**src/asz_pkg.sv**
```systemverilog
// Package for the async SRAM host controller with bulk-zero support.
// Assumes a 100 MHz clk_in; all times below except DATA_SETUP_NS are converted to cycles here.
package asz_pkg;
  localparam int unsigned CLK_PERIOD_NS = 10;
  localparam int unsigned ADDR_W = 12;
  localparam int unsigned DATA_W = 4;
  // Slowest grade figures, so any speed grade is met
  localparam int unsigned WRITE_PULSE_NS = 40;
  localparam int unsigned DATA_SETUP_NS = 18;
  localparam int unsigned READ_ACCESS_NS = 45;
  localparam int unsigned WRITE_TO_FLOAT_DELAY_NS = 15;
  localparam int unsigned BULK_ZERO_CYCLE_TIME_NS = 90;
  localparam int unsigned SELECT_LOW_TO_ZERO_END_NS = 90;
  localparam int unsigned ZERO_END_TO_INPUT_ACCEPT_NS = 0;
  // Least times round up, never below one cycle
  localparam int unsigned WRITE_CYC =
    (WRITE_PULSE_NS + CLK_PERIOD_NS - 1) / CLK_PERIOD_NS;
  localparam int unsigned READ_CYC =
    (READ_ACCESS_NS + CLK_PERIOD_NS - 1) / CLK_PERIOD_NS + 1;
  localparam int unsigned FLOAT_CYC =
    (WRITE_TO_FLOAT_DELAY_NS + CLK_PERIOD_NS - 1) / CLK_PERIOD_NS;
  localparam int unsigned ZERO_CYC_A =
    (BULK_ZERO_CYCLE_TIME_NS + CLK_PERIOD_NS - 1) / CLK_PERIOD_NS;
  localparam int unsigned ZERO_CYC_B =
    (SELECT_LOW_TO_ZERO_END_NS + CLK_PERIOD_NS - 1) / CLK_PERIOD_NS;
  localparam int unsigned ZERO_CYC = (ZERO_CYC_A > ZERO_CYC_B) ? ZERO_CYC_A : ZERO_CYC_B;
  localparam int unsigned RECOVER_CYC =
    (ZERO_END_TO_INPUT_ACCEPT_NS + CLK_PERIOD_NS - 1) / CLK_PERIOD_NS + 1;
  localparam int unsigned CNT_W = 4;

  typedef enum logic [1:0] {ASZ_OP_READ, ASZ_OP_WRITE, ASZ_OP_ZERO} asz_op_t;

  typedef struct packed {
    asz_op_t op;
    logic [ADDR_W-1:0] addr;
    logic [DATA_W-1:0] wdata;
  } asz_req_t;

  typedef struct packed {
    logic chip_sel_n;
    logic write_n;
    logic out_drive_n;
    logic bulk_zero_req_n;
    logic [ADDR_W-1:0] addr;
    logic [DATA_W-1:0] dq_o;
    logic dq_oe;
  } asz_pins_t;
endpackage : asz_pkg

```
**src/asz_host.sv**
```systemverilog
// Host controller driving an asynchronous 4096x4 SRAM with bulk-zero input.
// Assumes a request source on clk_in and the RAM on the pin outputs.
`timescale 1ns/1ps
module asz_host #(
  parameter int unsigned ADDR_W = asz_pkg::ADDR_W,
  parameter int unsigned DATA_W = asz_pkg::DATA_W
) (
  input wire logic clk_in,
  input wire logic resetn_in,
  input wire logic req_valid_in,
  input wire asz_pkg::asz_req_t req_in,
  output logic req_ready_out,
  output logic rsp_valid_out,
  output logic [DATA_W-1:0] rsp_rdata_out,
  output asz_pkg::asz_pins_t pins_out,
  input wire logic [DATA_W-1:0] dq_in
);
  // Counter must reach the longest phase; widths are fixed by the array
  if (ADDR_W != asz_pkg::ADDR_W || DATA_W != asz_pkg::DATA_W ||
    asz_pkg::ZERO_CYC > (1 << asz_pkg::CNT_W) || asz_pkg::READ_CYC > (1 << asz_pkg::CNT_W))
  begin : g_param_check
    $error("asz_host: parameters out of range for the 4096x4 array");
  end

  typedef enum logic [2:0] {ASZ_IDLE, ASZ_SETUP, ASZ_WPULSE, ASZ_WEND, ASZ_READ,
    ASZ_ZERO, ASZ_RECOVER} asz_state_t;

  asz_state_t state;
  logic [asz_pkg::CNT_W-1:0] cnt;
  asz_pkg::asz_req_t cur;
  logic [DATA_W-1:0] dq_sync;

  asz_sync #(.WIDTH(DATA_W)) u_sync (
    .clk_in(clk_in),
    .resetn_in(resetn_in),
    .d_in(dq_in),
    .q_out(dq_sync)
  );

  // Sequencer: every op starts from deselect so address moves only with select high
  always_ff @(posedge clk_in)
  begin
    if (!resetn_in)
    begin
      state <= ASZ_IDLE;
      cnt <= '0;
      cur <= '0;
    end
    else
    begin
      unique case (state)
        ASZ_IDLE:
        begin
          if (req_valid_in)
          begin
            cur <= req_in;
            state <= ASZ_SETUP;
          end
        end
        ASZ_SETUP:
        begin
          // Address settled one cycle with select high
          cnt <= '0;
          unique case (cur.op)
            asz_pkg::ASZ_OP_WRITE: state <= ASZ_WPULSE;
            asz_pkg::ASZ_OP_ZERO: state <= ASZ_ZERO;
            default: state <= ASZ_READ;
          endcase
        end
        ASZ_WPULSE:
        begin
          cnt <= cnt + 1'b1;
          if (cnt == asz_pkg::CNT_W'(asz_pkg::WRITE_CYC - 1))
            state <= ASZ_WEND;
        end
        ASZ_WEND:
          state <= ASZ_IDLE;
        ASZ_READ:
        begin
          cnt <= cnt + 1'b1;
          if (cnt == asz_pkg::CNT_W'(asz_pkg::READ_CYC - 1))
            state <= ASZ_IDLE;
        end
        ASZ_ZERO:
        begin
          cnt <= cnt + 1'b1;
          if (cnt == asz_pkg::CNT_W'(asz_pkg::ZERO_CYC - 1))
          begin
            cnt <= '0;
            state <= ASZ_RECOVER;
          end
        end
        ASZ_RECOVER:
        begin
          cnt <= cnt + 1'b1;
          if (cnt == asz_pkg::CNT_W'(asz_pkg::RECOVER_CYC - 1))
            state <= ASZ_IDLE;
        end
        default: state <= ASZ_IDLE;
      endcase
    end
  end

  // Pin drive; strobes registered so outputs are glitch free
  always_ff @(posedge clk_in)
  begin
    if (!resetn_in)
    begin
      pins_out.chip_sel_n <= 1'b1;
      pins_out.write_n <= 1'b1;
      pins_out.out_drive_n <= 1'b1;
      pins_out.bulk_zero_req_n <= 1'b1;
      pins_out.addr <= '0;
      pins_out.dq_o <= '0;
      pins_out.dq_oe <= 1'b0;
    end
    else
    begin
      pins_out.chip_sel_n <= !(state == ASZ_SETUP || state == ASZ_WPULSE ||
        state == ASZ_READ || state == ASZ_ZERO);
      // Select and strobe fall together; write starts on the same edge as select
      pins_out.write_n <= !((state == ASZ_SETUP && cur.op == asz_pkg::ASZ_OP_WRITE) ||
        (state == ASZ_WPULSE && cnt != asz_pkg::CNT_W'(asz_pkg::WRITE_CYC - 1)));
      pins_out.out_drive_n <= !(state == ASZ_SETUP && cur.op == asz_pkg::ASZ_OP_READ ||
        state == ASZ_READ);
      pins_out.bulk_zero_req_n <= !((state == ASZ_SETUP && cur.op == asz_pkg::ASZ_OP_ZERO) ||
        (state == ASZ_ZERO && cnt != asz_pkg::CNT_W'(asz_pkg::ZERO_CYC - 1)));
      if (state == ASZ_IDLE && req_valid_in)
        pins_out.addr <= req_in.addr;
      pins_out.dq_o <= cur.wdata;
      // Drive data only in writes, never while output drive is low
      pins_out.dq_oe <= (state == ASZ_SETUP && cur.op == asz_pkg::ASZ_OP_WRITE) ||
        state == ASZ_WPULSE;
    end
  end

  // Request and answer handshake
  always_ff @(posedge clk_in)
  begin
    if (!resetn_in)
    begin
      req_ready_out <= 1'b0;
      rsp_valid_out <= 1'b0;
      rsp_rdata_out <= '0;
    end
    else
    begin
      req_ready_out <= (state == ASZ_IDLE) && !req_valid_in;
      rsp_valid_out <= (state == ASZ_READ && cnt == asz_pkg::CNT_W'(asz_pkg::READ_CYC - 1)) ||
        state == ASZ_WEND || (state == ASZ_RECOVER &&
        cnt == asz_pkg::CNT_W'(asz_pkg::RECOVER_CYC - 1));
      if (state == ASZ_READ && cnt == asz_pkg::CNT_W'(asz_pkg::READ_CYC - 1))
        rsp_rdata_out <= dq_sync;
    end
  end

  // Checks
  logic [7:0] zero_run;
  always_ff @(posedge clk_in)
  begin
    if (!resetn_in)
      zero_run <= '0;
    else if (!pins_out.chip_sel_n && !pins_out.bulk_zero_req_n)
      zero_run <= zero_run + 1'b1;
    else
      zero_run <= '0;
  end
endmodule : asz_host

```
**src/asz_sync.sv**
```systemverilog
// Two-flop synchroniser for the data lines read back from the RAM.
// Assumes d_in is asynchronous to clk_in.
`timescale 1ns/1ps
module asz_sync #(
  parameter int unsigned WIDTH = 4
) (
  input wire logic clk_in,
  input wire logic resetn_in,
  input wire logic [WIDTH-1:0] d_in,
  output logic [WIDTH-1:0] q_out
);
  logic [WIDTH-1:0] meta;

  always_ff @(posedge clk_in)
  begin
    if (!resetn_in)
    begin
      meta <= '0;
      q_out <= '0;
    end
    else
    begin
      meta <= d_in;
      q_out <= meta;
    end
  end
endmodule : asz_sync

```
**config.mk**
```make
export PLATFORM = sky130hd
export DESIGN_NAME = asz_host
export DESIGN_NICKNAME = d
export VERILOG_FILES = /design/src/asz_pkg.sv /design/src/asz_host.sv /design/src/asz_sync.sv
export SDC_FILE = /design/constraint.sdc
export NUM_CORES = 1
export LEC_CHECK = 0
export BUFFER_PORTS_ARGS = -buffer_cell sky130_fd_sc_hd__buf_2
export CAP_MARGIN = 0
export CORE_MARGIN = 4
export CORE_UTILIZATION = 42
export CTS_BUF_LIST = sky130_fd_sc_hd__clkbuf_16
export DETAILED_ROUTE_END_ITERATION = 10
export HOLD_SLACK_MARGIN = 0.12
export PLACE_DENSITY = 0.76
export SETUP_SLACK_MARGIN = 0.3
export SYNTH_ARGS = -nofsm -noshare
export SYNTH_HDL_FRONTEND = slang
export SYNTH_SLANG_ARGS = --single-unit
export TNS_END_PERCENT = 100
```
**constraint.sdc**
```tcl
create_clock -name clk_in -period 2.4 [get_ports clk_in]
set_input_delay 0.24 -clock clk_in [delete_from_list [all_inputs] [get_ports clk_in]]
set_output_delay 0.24 -clock clk_in [all_outputs]
set_load 0.02 [all_outputs]
```
After elaboration in Yosys (flattened, before gate mapping) --
Cells that the tools add are included.
Cells by class: multiplexer cells 9, reductions and logical operators 30, equal/unequal tests 18, $add $sub $neg 1
Operators with widths (count):
- 3-bit one-hot mux with 6 select lines | 1
- 3-bit two-way mux | 5
- 4-bit one-hot mux with 3 select lines | 1
- 3-bit equality test, second input constant | 3
- 1-bit logical AND | 9
- 1-bit logical OR | 9
- 2-bit inequality test, second input constant | 4
- 3-bit by 2-bit equality test with 1-bit output, second input constant | 2
- 3-bit one-hot mux with 2 select lines | 1
- 1-bit zero test | 5
- 5-bit AND reduction | 1
- 4-bit by 1-bit adder with 4-bit output, second input constant | 1
- 4-bit by 2-bit equality test with 1-bit output, second input constant | 1
- 4-bit by 3-bit equality test with 1-bit output, second input constant | 1
- 4-bit equality test, second input constant | 1
- 4-bit zero test | 1
- 4-bit two-way mux | 1
- 4-bit by 2-bit inequality test with 1-bit output, second input constant | 1
- 4-bit inequality test, second input constant | 1
- 3-bit by 1-bit equality test with 1-bit output, second input constant | 1
- 3-bit zero test | 1
- 3-bit nonzero test | 1
- 3-bit OR reduction | 1
- 2-bit by 1-bit equality test with 1-bit output, second input constant | 1
- 4 further kinds | 4
Word-level totals: output and inout bits 27, register bits after elaboration 48, logic and storage cells 74, bits of input ports 25

Logic depth before layout (Yosys ltp) --
Gate-level depths: netlist of the first run.
depth after elaboration 5, mapped depth 7, depth with buffers taken out 6

By module --
Synthesis of the first run repeated with hierarchy kept, for this count alone.
Second synthesis, totals: cells, all modules 216, area total of the unflattened synthesis 1964.4 um^2
By module, submodules not included:
- asz_host | area an instance 1754.2 um^2, cells each 200, sequential area each 800.8 um^2, instances 1
- asz_sync | area an instance 210.2 um^2, cells each 16, sequential area each 160.2 um^2, instances 1

Worst setup path after synthesis of the first run --
No wires, ideal clock.
path kind register to register, start register cnt[0] (netlist bit), end register state[0], setup time 0.060 ns, buffers on the path 0, cell stages (with the launch flop) 7, clock period less this slack 1.588 ns, required time 2.340 ns, setup slack 0.812 ns, data arrival time 1.528 ns, path through dfxtp_1 > inv_1 > ha_1 > or3b_1 > a32o_1 > o32ai_1 > and2_1
On the way: cells in the longest elaborated chain, start to end 3, elaborated cells between the ends (all ways) 9, classes of those cells eq/ne: 7; reduce/logical: 2
Ends and longest elaborated chain:
- start: declaration | RTL line asz_host.sv:29 | logic [asz_pkg::CNT_W-1:0] cnt;
- start signal: assignment | RTL line asz_host.sv:72 | cnt <= cnt + 1'b1;
- start signal: assignment | RTL line asz_host.sv:80 | cnt <= cnt + 1'b1;
- start signal: assignment | RTL line asz_host.sv:86 | cnt <= cnt + 1'b1;
- 4-bit by 3-bit equality test with 1-bit output (tied with other cells) | RTL line asz_host.sv:81 | if (cnt == asz_pkg::CNT_W'(asz_pkg::READ_CYC - 1))
- 2-bit by 1-bit inequality test with 1-bit output (no line) / 2-bit inequality test (equally long branches)
- 5-bit AND reduction (no line) *
- end signal: assignment | RTL line asz_host.sv:77 | state <= ASZ_IDLE;
- end signal: assignment | RTL line asz_host.sv:82 | state <= ASZ_IDLE;
- end signal: assignment | RTL line asz_host.sv:90 | state <= ASZ_RECOVER;
- end: declaration | RTL line asz_host.sv:28 | asz_state_t state;
Mark *: on every way between the ends. The rest lies on a longest branch, timed or not. A chain may end at the register's enable or synchronous reset.

Worst setup path in the final report of the first run --
start register state[0], end register pins_out[15] (netlist bit)
On the way: cells in the longest elaborated chain, start to end 2
Ends and longest elaborated chain:
- start signal: assignment | RTL line asz_host.sv:45 | state <= ASZ_IDLE;
- start signal: assignment | RTL line asz_host.sv:57 | state <= ASZ_SETUP;
- start signal: assignment | RTL line asz_host.sv:65 | asz_pkg::ASZ_OP_WRITE: state <= ASZ_WPULSE;
- 3-bit zero test | RTL line asz_host.sv:128 | if (state == ASZ_IDLE && req_valid_in)
- 1-bit logical AND | RTL line asz_host.sv:128
- end: declaration | RTL line asz_host.sv:15 | output asz_pkg::asz_pins_t pins_out,
Every way passes these cells.

==> insert_results.sql, run 1 <==
INSERT INTO impl_metrics (metric_group, metric, value, unit) VALUES
('logic_synthesis', 'synth-edff-count', '0', ''),
('detailed_routing', 'avgRoutedWirePerCell', '12.4', 'microns'),
('logic_synthesis', 'number_of_nets_produced_by_synthesis', '242', ''),
('die', 'boundaryPins', '52', ''),
('clock_tree', 'tritoncts', 'done', ''),
('global_route', 'gr-total-overflow', '0', ''),
('detailed_routing', 'drt_first_pass_iters', '4', ''),
('global_route', 'grt_first_pass_wirelength', '6510', 'microns'),
('clock_tree', 'tritoncts_num_sinks', '48', ''),
('pwr', 'irDropWorstVdd', '0.553', 'mV'),
('logic_synthesis', 'yosys.area.top_type', 'sky130_fd_sc_hd__dfxtp_1', ''),
('timing', 'min_period_over_period', '0.743', ''),
('timing', 'rsz0062_at_grt', 'false', ''),
('logic_synthesis', 'yosys_most_used_dff', 'sky130_fd_sc_hd__dfxtp_1', ''),
('die', 'core_area', '4470', 'sq um'),
('timing', 'finalHoldViolCount', '0', ''),
('layout', 'multi_input_comb_area', '927', 'sq um'),
('detailed_routing', 'route.detailed.vias_per_inst', '5.09', ''),
('timing', 'tightestPinTransition', '0.653', 'ns'),
('flow_run', 'max_cap_viol_count', '0', ''),
('detailed_routing', 'postRouteAntennaNets', '0', ''),
('clock_tree', 'clock_tree.htree_level_count', '2', ''),
('global_route', 'grt_pass1_vias', '1481', ''),
('critical_path', 'critical-path-top-delay-family', 'simple AND/OR/NAND/NOR gates', ''),
('timing', 'final.setup.tns', '0', 'ns'),
('placement', 'place_congestion', '0.840', ''),
('pwr', 'leakage', '1.02', 'nW'),
('placement', 'dpl.cell_count', '304', ''),
('timing', 'timing.fmax', '561', 'MHz'),
('placement', 'post_dp_cell_area', '2240', 'sq um'),
('layout', 'area_delta_synth_final', '20.2', '%'),
('logic_synthesis', 'postSynthCellCount', '214', ''),
('critical_path', 'timing.critical_path.cells', 'nor3_1 > and2_1 > nand2_1 > a21boi_1', ''),
('clock_tree', 'cts_buffer_depth', '2', ''),
('logic_synthesis', 'synth-seq-cells', '48', ''),
('layout', 'post_route_cells_drive_above_1_share', '0.242', ''),
('logic_synthesis', 'yosys_warns', '0', ''),
('detailed_routing', 'drt-initial-drc-count', '135', ''),
('worst_hold_path', 'hold_path_class', 'in -> reg', ''),
('detailed_routing', 'finalWirelength', '3870', 'microns'),
('layout', 'post_layout_nonfiller_instances', '312', ''),
('placement', 'detailedPlacementHpwl', '2680', 'microns'),
('detailed_routing', 'drc', '0', ''),
('clock_tree', 'cts.root.buffer_cell', 'sky130_fd_sc_hd__clkbuf_16', ''),
('die', 'design.die.area', '5880', 'sq um'),
('die', 'die_x', '76.7', 'microns'),
('logic_synthesis', 'asyncSetResetFlopFracSynth', '0', ''),
('logic_synthesis', 'mappedNetlistArea', '1980', 'sq um'),
('layout', 'insertedDiodeCount', '0', ''),
('pwr', 'power-per-cell-area', '883', 'nW/um^2'),
('timing', 'skew', '0.00374', 'ns'),
('logic_synthesis', 'synth.area.top_cells', 'sky130_fd_sc_hd__dfxtp_1, sky130_fd_sc_hd__nand2_1, sky130_fd_sc_hd__a21boi_1, sky130_fd_sc_hd__and2_1, sky130_fd_sc_hd__nor2b_1', ''),
('clock_tree', 'post-cts-setup-buffer-count', '0', ''),
('clock_tree', 'clk_pin_slew', '0.06', 'ns'),
('critical_path', 'criticalPathCategory', 'reg -> reg', ''),
('layout', 'finish.net_count', '287', ''),
('critical_path', 'critical_path_peak_fanout', '19', ''),
('status', 'run_status', 'finished clean', ''),
('clock_tree', 'cts_repair_resize_count', '0', ''),
('placement', 'portBuffers', '51', ''),
('global_route', 'grtUsageTotal', '0.132', ''),
('die', 'die_height', '76.7', 'microns'),
('layout', 'fill_cells', '407', ''),
('critical_path', 'cp-end-kind', 'flop', ''),
('critical_path', 'cpMaxStageDelayCell', 'sky130_fd_sc_hd__and2_1', ''),
('layout', 'post-route-cell-area', '2380', 'sq um'),
('clock_tree', 'cts_buffers', '5', ''),
('critical_path', 'timing.critical_path.arrival', '2.00', 'ns'),
('die', 'initial_core_util', '0.443', ''),
('layout', 'final_core_util', '0.532', ''),
('critical_path', 'crit_buf_inv', '0', '');
Yosys cell counts, drive strengths merged, types with 2 or more instances:
library cell and n:
dfxtp 48, nand2 41, a21boi 19, and2 15, nor2b 10, buf 9, clkbuf 6, mux2i 6
nor2 5, o21ai 5, inv 4, nor3 4, a22oi 3, ha 3, nand3 3, nor3b 3
o211ai 3, a21oi 2, a221oi 2, and3 2, and3b 2, nand2b 2, nand3b 2, nor4b 2
o21a 2, o221a 2
cell type report:
cell class	count	share of cell area
Clock buffer	5	0.0525
Sequential cell	48	0.403
Tap cell	52	0.0273
Multi-Input combinational cell	147	0.389
Inverter	4	0.00630
Timing Repair Buffer	53	0.113
Clock inverter	3	0.00788
registers in the layout, summed over array words and instances, names as in the netlist:
| signal | cells |
|---|---|
| u_sync.meta | 4 |
| cur | 6 |
| cnt | 4 |
| rsp_valid_out | 1 |
| pins_out | 21 |
| req_ready_out | 1 |
| u_sync.q_out | 4 |
| state | 3 |
| rsp_rdata_out | 4 |
worst register-to-register path, delay by kind of cell (launching register included):
family	cells	cell delay [ns]
AO/OA/AOI/OAI	1	0.14
AND/OR/NAND/NOR	3	1.08
flip-flops	1	0.51
final timing paths:
path,from,to,slack [ns],depth (start not counted)
setup / recovery,state[0],pins_out[15],0.62,4
hold / removal,dq_in[1],u_sync.meta[1],0.15,2
setup reg to reg,state[0],pins_out[15],0.62,4
hold reg to reg,u_sync.meta[0],u_sync.q_out[0],0.43,1
report_power, final:
group          leakage, nW  switching (mW)  internal [mW]
registers            0.393          0.0785          0.879
logic                0.560           0.276          0.200
clock network       0.0635           0.289          0.382
metal layers:
metal | up-vias | wire length, microns | GRT usage
li1 | 817 | - | -
met1 | 723 | 1790 | 0.159
met2 | 46 | 1770 | 0.216
met3 | 3 | 266 | 0.0492
met4 | 0 | 38 | 0.0435
met5 | - | 0 | 0
cell families (layout without fill, tap and decap cells):
kind of cell / Yosys count / count (layout) / share of synthesized area
compound gates: 43 / 43 / 0.164
mux: 7 / 7 / 0.0360
xor+xnor: 1 / 1 / 0.00442
simple gates: 93 / 93 / 0.244
fa+ha+maj: 3 / 3 / 0.0189
buf+inv: 19 / 65 / 0.0473
flops: 48 / 48 / 0.485
metrics by stage:
stage	setup slack [ns]	power [mW]	hold slack (ns)
2_1_floorplan	0.812	1.33	0.362
6_report	0.618	2.10	0.153
3_5_place_dp	0.629	1.45	0.423
4_1_cts	0.602	2.13	0.148
3_3_place_gp	0.629	1.44	0.415
5_1_grt	0.400	2.23	0.155
(Power assumes the default switching activity.)
==> run 2, diff against run 1 <==
==> constraint.sdc (replaced) <==
create_clock -name clk_in -period 1.8 [get_ports clk_in]
set_input_delay 0.18 -clock clk_in [delete_from_list [all_inputs] [get_ports clk_in]]
set_output_delay 0.18 -clock clk_in [all_outputs]
set_load 0.02 [all_outputs]
==> insert_results.sql, run 2 (synthesis gave the netlist of run 1 again) <==
INSERT INTO impl_metrics (metric_group, metric, value, unit) VALUES
('timing', 'final_critical_path_setup_slack', '0.216', 'ns'),
('layout', 'post-route-cell-area', '2720', 'sq um'),
('status', 'run_status', 'finished clean', ''),
('detailed_routing', 'route.detailed.vias_per_inst', '5.08', ''),
('global_route', 'met1_usage', '0.188', ''),
('detailed_routing', 'route.vias.total', '1712', ''),
('layout', 'largest_register_ff_count', '21', ''),
('critical_path', 'crit_buf_inv', '1', ''),
('layout', 'most_frequent_cells_in_the_layout', 'sky130_fd_sc_hd__buf_2, sky130_fd_sc_hd__dfxtp_1, sky130_fd_sc_hd__nand2_1, sky130_fd_sc_hd__a21boi_1, sky130_fd_sc_hd__dlygate4sd3_1', ''),
('critical_path', 'cp-end-kind', 'flop', ''),
('global_route', 'gr-total-overflow', '0', ''),
('global_route', 'grt_use_met2', '0.251', ''),
('clock_tree', 'tritoncts_num_sinks', '48', ''),
('layout', 'post_layout_nonfiller_instances', '337', ''),
('clock_tree', 'clock_tree.htree_level_count', '2', ''),
('detailed_routing', 'drt-initial-drc-count', '96', ''),
('timing', 'finalWorstPathRequiredPeriod', '1.58', 'ns'),
('layout', 'final_common_cell', 'sky130_fd_sc_hd__buf_2', ''),
('die', 'die_height', '76.7', 'microns'),
('timing', 'timing.final.max_slew_violations', '0', ''),
('critical_path', 'cpMaxStageDelayCell', 'sky130_fd_sc_hd__dfxtp_4', ''),
('clock_tree', 'tritoncts', 'done', ''),
('timing', 'tightestPinTransition', '0.488', 'ns'),
('layout', 'top_regs', 'pins_out (21), cur (6)', ''),
('clock_tree', 'cts_buffers', '5', ''),
('placement', 'post_dp_cell_area', '2300', 'sq um'),
('timing', 'finalHoldViolCount', '0', ''),
('critical_path', 'critPathMaxStageDelay', '0.37', 'ns'),
('layout', 'finish.net_count', '312', ''),
('critical_path', 'worst-endpoint-required', '2.02', 'ns'),
('die', 'core_area', '4470', 'sq um'),
('flow_run', 'max_cap_viol_count', '0', ''),
('detailed_routing', 'postRouteAntennaNets', '0', ''),
('detailed_routing', 'avgRoutedWirePerCell', '13.4', 'microns'),
('layout', 'post_route_cells_drive_above_1_share', '0.305', ''),
('global_route', 'grt_antenna_before_repair', '0', ''),
('timing', 'worst_slew_margin_rel', '0.674', ''),
('clock_tree', 'cts_buffer_depth', '2', ''),
('timing', 'final.setup.tns', '0', 'ns'),
('clock_tree', 'worstSkewPairLatency', '0.29', 'ns'),
('pwr', 'power-per-cell-area', '1220', 'nW/um^2'),
('die', 'floorplan.rows', '24', ''),
('critical_path', 'timing.critical_path.arrival', '1.81', 'ns'),
('global_route', 'use_met3', '0.0621', ''),
('detailed_routing', 'drt_first_pass_iters', '5', ''),
('global_route', 'gr_peak_layer', 'met2', ''),
('detailed_routing', 'drc', '0', ''),
('clock_tree', 'clk_pin_slew', '0.07', 'ns'),
('layout', 'registers.top_by_ff_count', 'pins_out', ''),
('die', 'initial_core_util', '0.443', ''),
('pwr', 'leakage', '1.17', 'nW'),
('global_route', 'grt_first_pass_wirelength', '7530', 'microns'),
('pwr', 'irDropWorstVdd', '0.827', 'mV'),
('timing', 'finalSetupViolCount', '0', ''),
('global_route', 'grtUsageTotal', '0.155', ''),
('die', 'design.die.area', '5880', 'sq um'),
('placement', 'detailedPlacementHpwl', '2890', 'microns'),
('timing', 'timing.fmax', '631', 'MHz'),
('critical_path', 'critical-path-top-delay-family', 'simple AND/OR/NAND/NOR gates', ''),
('placement', 'place_congestion', '0.858', ''),
('critical_path', 'timing.critical_path.cells', 'inv_4 > ha_4 > or3b_1 > a32o_2 > nor3_2 > o221a_1', ''),
('layout', 'fill_cells', '377', ''),
('critical_path', 'criticalPathCategory', 'reg -> reg', ''),
('timing', 'rsz0062_at_grt', 'true', ''),
('critical_path', 'critical_path_peak_fanout', '5', ''),
('critical_path', 'start_kind', 'flop', ''),
('placement', 'dpl.cell_count', '309', ''),
('global_route', 'grt_start_max_net_pins', '35', ''),
('layout', 'area_delta_synth_final', '37.3', '%'),
('placement', 'portBuffers', '51', ''),
('placement', 'pre_cts_slack', '0.237', 'ns'),
('worst_hold_path', 'hold_path_class', 'in -> reg', ''),
('clock_tree', 'cts.root.buffer_cell', 'sky130_fd_sc_hd__clkbuf_16', ''),
('layout', 'insertedDiodeCount', '0', ''),
('timing', 'skew', '0.00556', 'ns'),
('timing', 'min_period_over_period', '0.880', ''),
('die', 'die_x', '76.7', 'microns'),
('die', 'boundaryPins', '52', ''),
('detailed_routing', 'finalWirelength', '4510', 'microns'),
('global_route', 'grt_pass1_vias', '1684', '');
## run 2: cell count changes in the layout (fill, tap and decap cells not counted), moves of 2 or more
cell	change
sky130_fd_sc_hd__dfxtp_1	-5
sky130_fd_sc_hd__dfxtp_2	+4
sky130_fd_sc_hd__inv_1	-2
sky130_fd_sc_hd__buf_4	+10
sky130_fd_sc_hd__clkinvlp_4	-2
sky130_fd_sc_hd__dlygate4sd3_1	+15
sky130_fd_sc_hd__nor3_1	-2
sky130_fd_sc_hd__bufinv_16	+2
## run 2: final timing paths
kind,start,end,slack [ns],cells past startpoint
worst max-delay path,cnt[0],state[2],0.22,6
worst min-delay path,req_in[9],pins_out[10],0.13,3
worst max register to register,cnt[0],state[2],0.22,6
worst min register to register,u_sync.meta[0],u_sync.q_out[0],0.43,1
## run 2: worst min-delay path, stage by stage
cell and delay, ns:
sky130_fd_sc_hd__buf_2 0.09, sky130_fd_sc_hd__nand2_1 0.04, sky130_fd_sc_hd__a21boi_1 0.05
## run 2: cell type report
type                       count  area [sq um]  area share
clock inverter                 3          68.8      0.0253
clock buffer                   5           125      0.0460
timing repair buffer          78           495       0.182
multi-input combinational    147           980       0.360
tap                           52          65.1      0.0239
sequential                    48           970       0.356
inverter                       4          17.5     0.00644
## run 2: stage by stage
step / util / hold slack [ns] / total power [mW]
final: 0.608 / 0.127 / 3.32
after global routing: 0.608 / 0.143 / 3.48
after CTS: 0.596 / 0.120 / 3.28
after detailed placement: 0.513 / 0.386 / 2.01
after global placement: 0.513 / 0.384 / 1.99
after floorplan: - / 0.302 / 1.81
## run 2: layer usage
| metal | vias to the layer above | share of wire |
|---|---|---|
| met5 | - | 0 |
| met4 | 0 | 0.015 |
| met3 | 8 | 0.081 |
| met2 | 58 | 0.47 |
| met1 | 777 | 0.44 |
| li1 | 869 | - |
## run 2: power by group
part / switching [mW] / total (mW) / internal, mW
sequential: 0.0972 / 1.28 / 1.18
clock: 0.401 / 1.20 / 0.800
combinational: 0.446 / 0.841 / 0.395
## run 2: repair_timing
action | 4_1_cts | 5_1_grt
hold buffers | 15 | 0
setup endpoints to repair | 7 | 28
setup buffers | 3 | 2
endpoints found under the hold margin | 15 | 0
resized for setup | 1 | 8
pin swaps | 0 | 2
==> run 3, diff against run 2 <==
--- a/config.mk
+++ b/config.mk
@@ -13,7 +13,6 @@
 export DETAILED_ROUTE_END_ITERATION = 10
 export HOLD_SLACK_MARGIN = 0.12
 export PLACE_DENSITY = 0.76
-export SETUP_SLACK_MARGIN = 0.3
 export SYNTH_ARGS = -nofsm -noshare
 export SYNTH_HDL_FRONTEND = slang
 export SYNTH_SLANG_ARGS = --single-unit
==> constraint.sdc (replaced) <==
create_clock -name clk_in -period 1.6 [get_ports clk_in]
set_input_delay 0.16 -clock clk_in [delete_from_list [all_inputs] [get_ports clk_in]]
set_output_delay 0.16 -clock clk_in [all_outputs]
set_load 0.02 [all_outputs]
==> insert_results.sql, run 3 (synthesis gave the netlist of run 1 again) <==
INSERT INTO impl_metrics (metric_group, metric, value, unit) VALUES
('critical_path', 'cp-end-kind', 'flop', ''),
('placement', 'place_congestion', '0.864', ''),
('flow_run', 'max_cap_viol_count', '0', ''),
('layout', 'post_route_cells_drive_above_1_share', '0.292', ''),
('layout', 'post-route-cell-area', '2770', 'sq um'),
('placement', 'detailedPlacementHpwl', '2920', 'microns'),
('detailed_routing', 'drt_first_pass_iters', '4', ''),
('critical_path', 'critical-path-top-delay-family', 'compound AO/OA/AOI/OAI gates', ''),
('critical_path', 'timing.critical_path.arrival', '1.81', 'ns'),
('pwr', 'leakage', '1.19', 'nW'),
('die', 'die_x', '76.7', 'microns'),
('layout', 'post_layout_nonfiller_instances', '340', ''),
('detailed_routing', 'detailroute.wirelength.met3', '290', 'microns'),
('detailed_routing', 'postRouteAntennaNets', '0', ''),
('timing', 'min_period_over_period', '0.992', ''),
('detailed_routing', 'drt-initial-drc-count', '142', ''),
('layout', 'fill_cells', '344', ''),
('global_route', 'grtUsageTotal', '0.171', ''),
('die', 'core_area', '4470', 'sq um'),
('die', 'boundaryPins', '52', ''),
('critical_path', 'criticalPathCategory', 'reg -> reg', ''),
('layout', 'area_delta_synth_final', '39.6', '%'),
('detailed_routing', 'route.detailed.vias_per_inst', '5.27', ''),
('detailed_routing', 'dr_wl_met2', '2430', 'microns'),
('status', 'run_status', 'finished clean', ''),
('timing', 'finalWorstPathRequiredPeriod', '1.59', 'ns'),
('die', 'initial_core_util', '0.443', ''),
('critical_path', 'crit_buf_inv', '1', ''),
('placement', 'post_dp_cell_area', '2350', 'sq um'),
('pwr', 'irDropWorstVdd', '0.926', 'mV'),
('critical_path', 'worst-endpoint-required', '1.83', 'ns'),
('clock_tree', 'cts_buffers', '5', ''),
('clock_tree', 'cts_buffer_depth', '2', ''),
('die', 'floorplan.rows', '24', ''),
('critical_path', 'timing.critical_path.cells', 'inv_2 > ha_4 > or3b_1 > a32o_2 > o32ai_2 > and2_1', ''),
('timing', 'finalHoldViolCount', '0', ''),
('layout', 'insertedDiodeCount', '0', ''),
('clock_tree', 'tritoncts', 'done', ''),
('global_route', 'grt_first_pass_wirelength', '8320', 'microns'),
('detailed_routing', 'avgRoutedWirePerCell', '14.2', 'microns'),
('timing', 'hold_slack', '0.122', 'ns'),
('global_route', 'gr-total-overflow', '0', ''),
('detailed_routing', 'finalWirelength', '4820', 'microns'),
('timing', 'worst_slew_margin_rel', '0.699', ''),
('die', 'die_height', '76.7', 'microns'),
('global_route', 'grt_pass1_vias', '1793', ''),
('layout', 'sequential_area', '962', 'sq um'),
('clock_tree', 'tritoncts_num_sinks', '48', ''),
('detailed_routing', 'highest_routing_layer_actually_used', 'met4', ''),
('detailed_routing', 'met1_length', '2040', 'microns'),
('layout', 'multi_input_comb_area', '983', 'sq um'),
('clock_tree', 'clk_pin_slew', '0.06', 'ns'),
('critical_path', 'start_kind', 'flop', ''),
('layout', 'most_frequent_cells_in_the_layout', 'sky130_fd_sc_hd__buf_2, sky130_fd_sc_hd__dfxtp_1, sky130_fd_sc_hd__nand2_1, sky130_fd_sc_hd__a21boi_1, sky130_fd_sc_hd__dlygate4sd3_1', ''),
('pwr', 'total_power', '3.69', 'mW'),
('clock_tree', 'worstSkewPairLatency', '0.28', 'ns'),
('global_route', 'grt_start_max_net_pins', '27', ''),
('worst_hold_path', 'hold_path_class', 'in -> reg', ''),
('timing', 'rsz0062_at_grt', 'true', ''),
('timing', 'finalSetupViolCount', '0', ''),
('placement', 'dpl.cell_count', '315', ''),
('critical_path', 'critical_path_peak_fanout', '3', ''),
('layout', 'registers.top_by_ff_count', 'pins_out', ''),
('timing', 'timing.fmax', '630', 'MHz'),
('layout', 'final_common_cell', 'sky130_fd_sc_hd__buf_2', ''),
('detailed_routing', 'drc', '0', ''),
('layout', 'final_core_util', '0.618', ''),
('clock_tree', 'clock_tree.htree_level_count', '2', ''),
('timing', 'tightestPinTransition', '0.452', 'ns'),
('die', 'design.die.area', '5880', 'sq um'),
('timing', 'timing.final.max_slew_violations', '0', ''),
('critical_path', 'regToRegSetupSlack', '0.01', 'ns'),
('critical_path', 'critPathMaxStageDelay', '0.34', 'ns'),
('layout', 'finish.net_count', '316', ''),
('global_route', 'grt_antenna_before_repair', '0', ''),
('pwr', 'power-per-cell-area', '1330', 'nW/um^2'),
('clock_tree', 'cts.root.buffer_cell', 'sky130_fd_sc_hd__clkbuf_16', ''),
('layout', 'top_regs', 'pins_out (21), cur (6)', ''),
('detailed_routing', 'route.vias.total', '1791', ''),
('timing', 'skew', '0.00352', 'ns'),
('layout', 'largest_register_ff_count', '21', ''),
('critical_path', 'cpMaxStageDelayCell', 'sky130_fd_sc_hd__or3b_1', ''),
('placement', 'portBuffers', '51', '');
==> run 3: cell type report <==
cell class              count  area share
clock buffers               5      0.0452
flip-flops and latches     48       0.348
repair buffers             82       0.201
clock inverters             2      0.0217
well taps                  52      0.0235
inverters                   4     0.00543
multi-input cells         147       0.355
==> run 3: repair_timing <==
| action | CTS | global route |
|---|---|---|
| endpoints found under the hold margin | 17 | 0 |
| hold buffers | 17 | 0 |
| endpoints found under the setup margin | 2 | 3 |
| pin swaps | 3 | 2 |
| gates resized for setup | 8 | 4 |
| setup buffers | 0 | 1 |
==> run 3: worst min-delay path, cell delays in order <==
cell	delay [ns]
sky130_fd_sc_hd__buf_2	0.09
sky130_fd_sc_hd__nand2_1	0.05
sky130_fd_sc_hd__a21boi_1	0.05
==> run 3: per-layer routing <==
metal,global-route usage,up-vias
met5,0,-
met4,0.0598,0
met3,0.0527,8
met2,0.294,61
met1,0.200,849
li1,-,873
==> run 3: power breakdown <==
| part | leakage, nW | internal (mW) | total [mW] | switching [mW] |
|---|---|---|---|---|
| combinational | 0.710 | 0.443 | 0.989 | 0.546 |
| sequential | 0.393 | 1.32 | 1.40 | 0.0756 |
| clock | 0.0899 | 0.886 | 1.30 | 0.415 |
==> run 3: through the flow <==
step                      worst slack [ns]  TNS, ns
after global placement              0.0290        0
final                               0.0134        0
after global routing               -0.0710  -0.0782
after detailed placement           0.00325        0
after floorplan                     0.0123        0
after CTS                          0.00373        0
==> run 3: final timing paths <==
| path | start | depth (start not counted) | to |
|---|---|---|---|
| worst max-delay path | cnt[1] | 6 | state[0] |
| worst min-delay path | req_in[11] | 3 | pins_out[12] |
| worst max register to register | cnt[1] | 6 | state[0] |
| worst min register to register | u_sync.meta[3] | 1 | u_sync.q_out[3] |
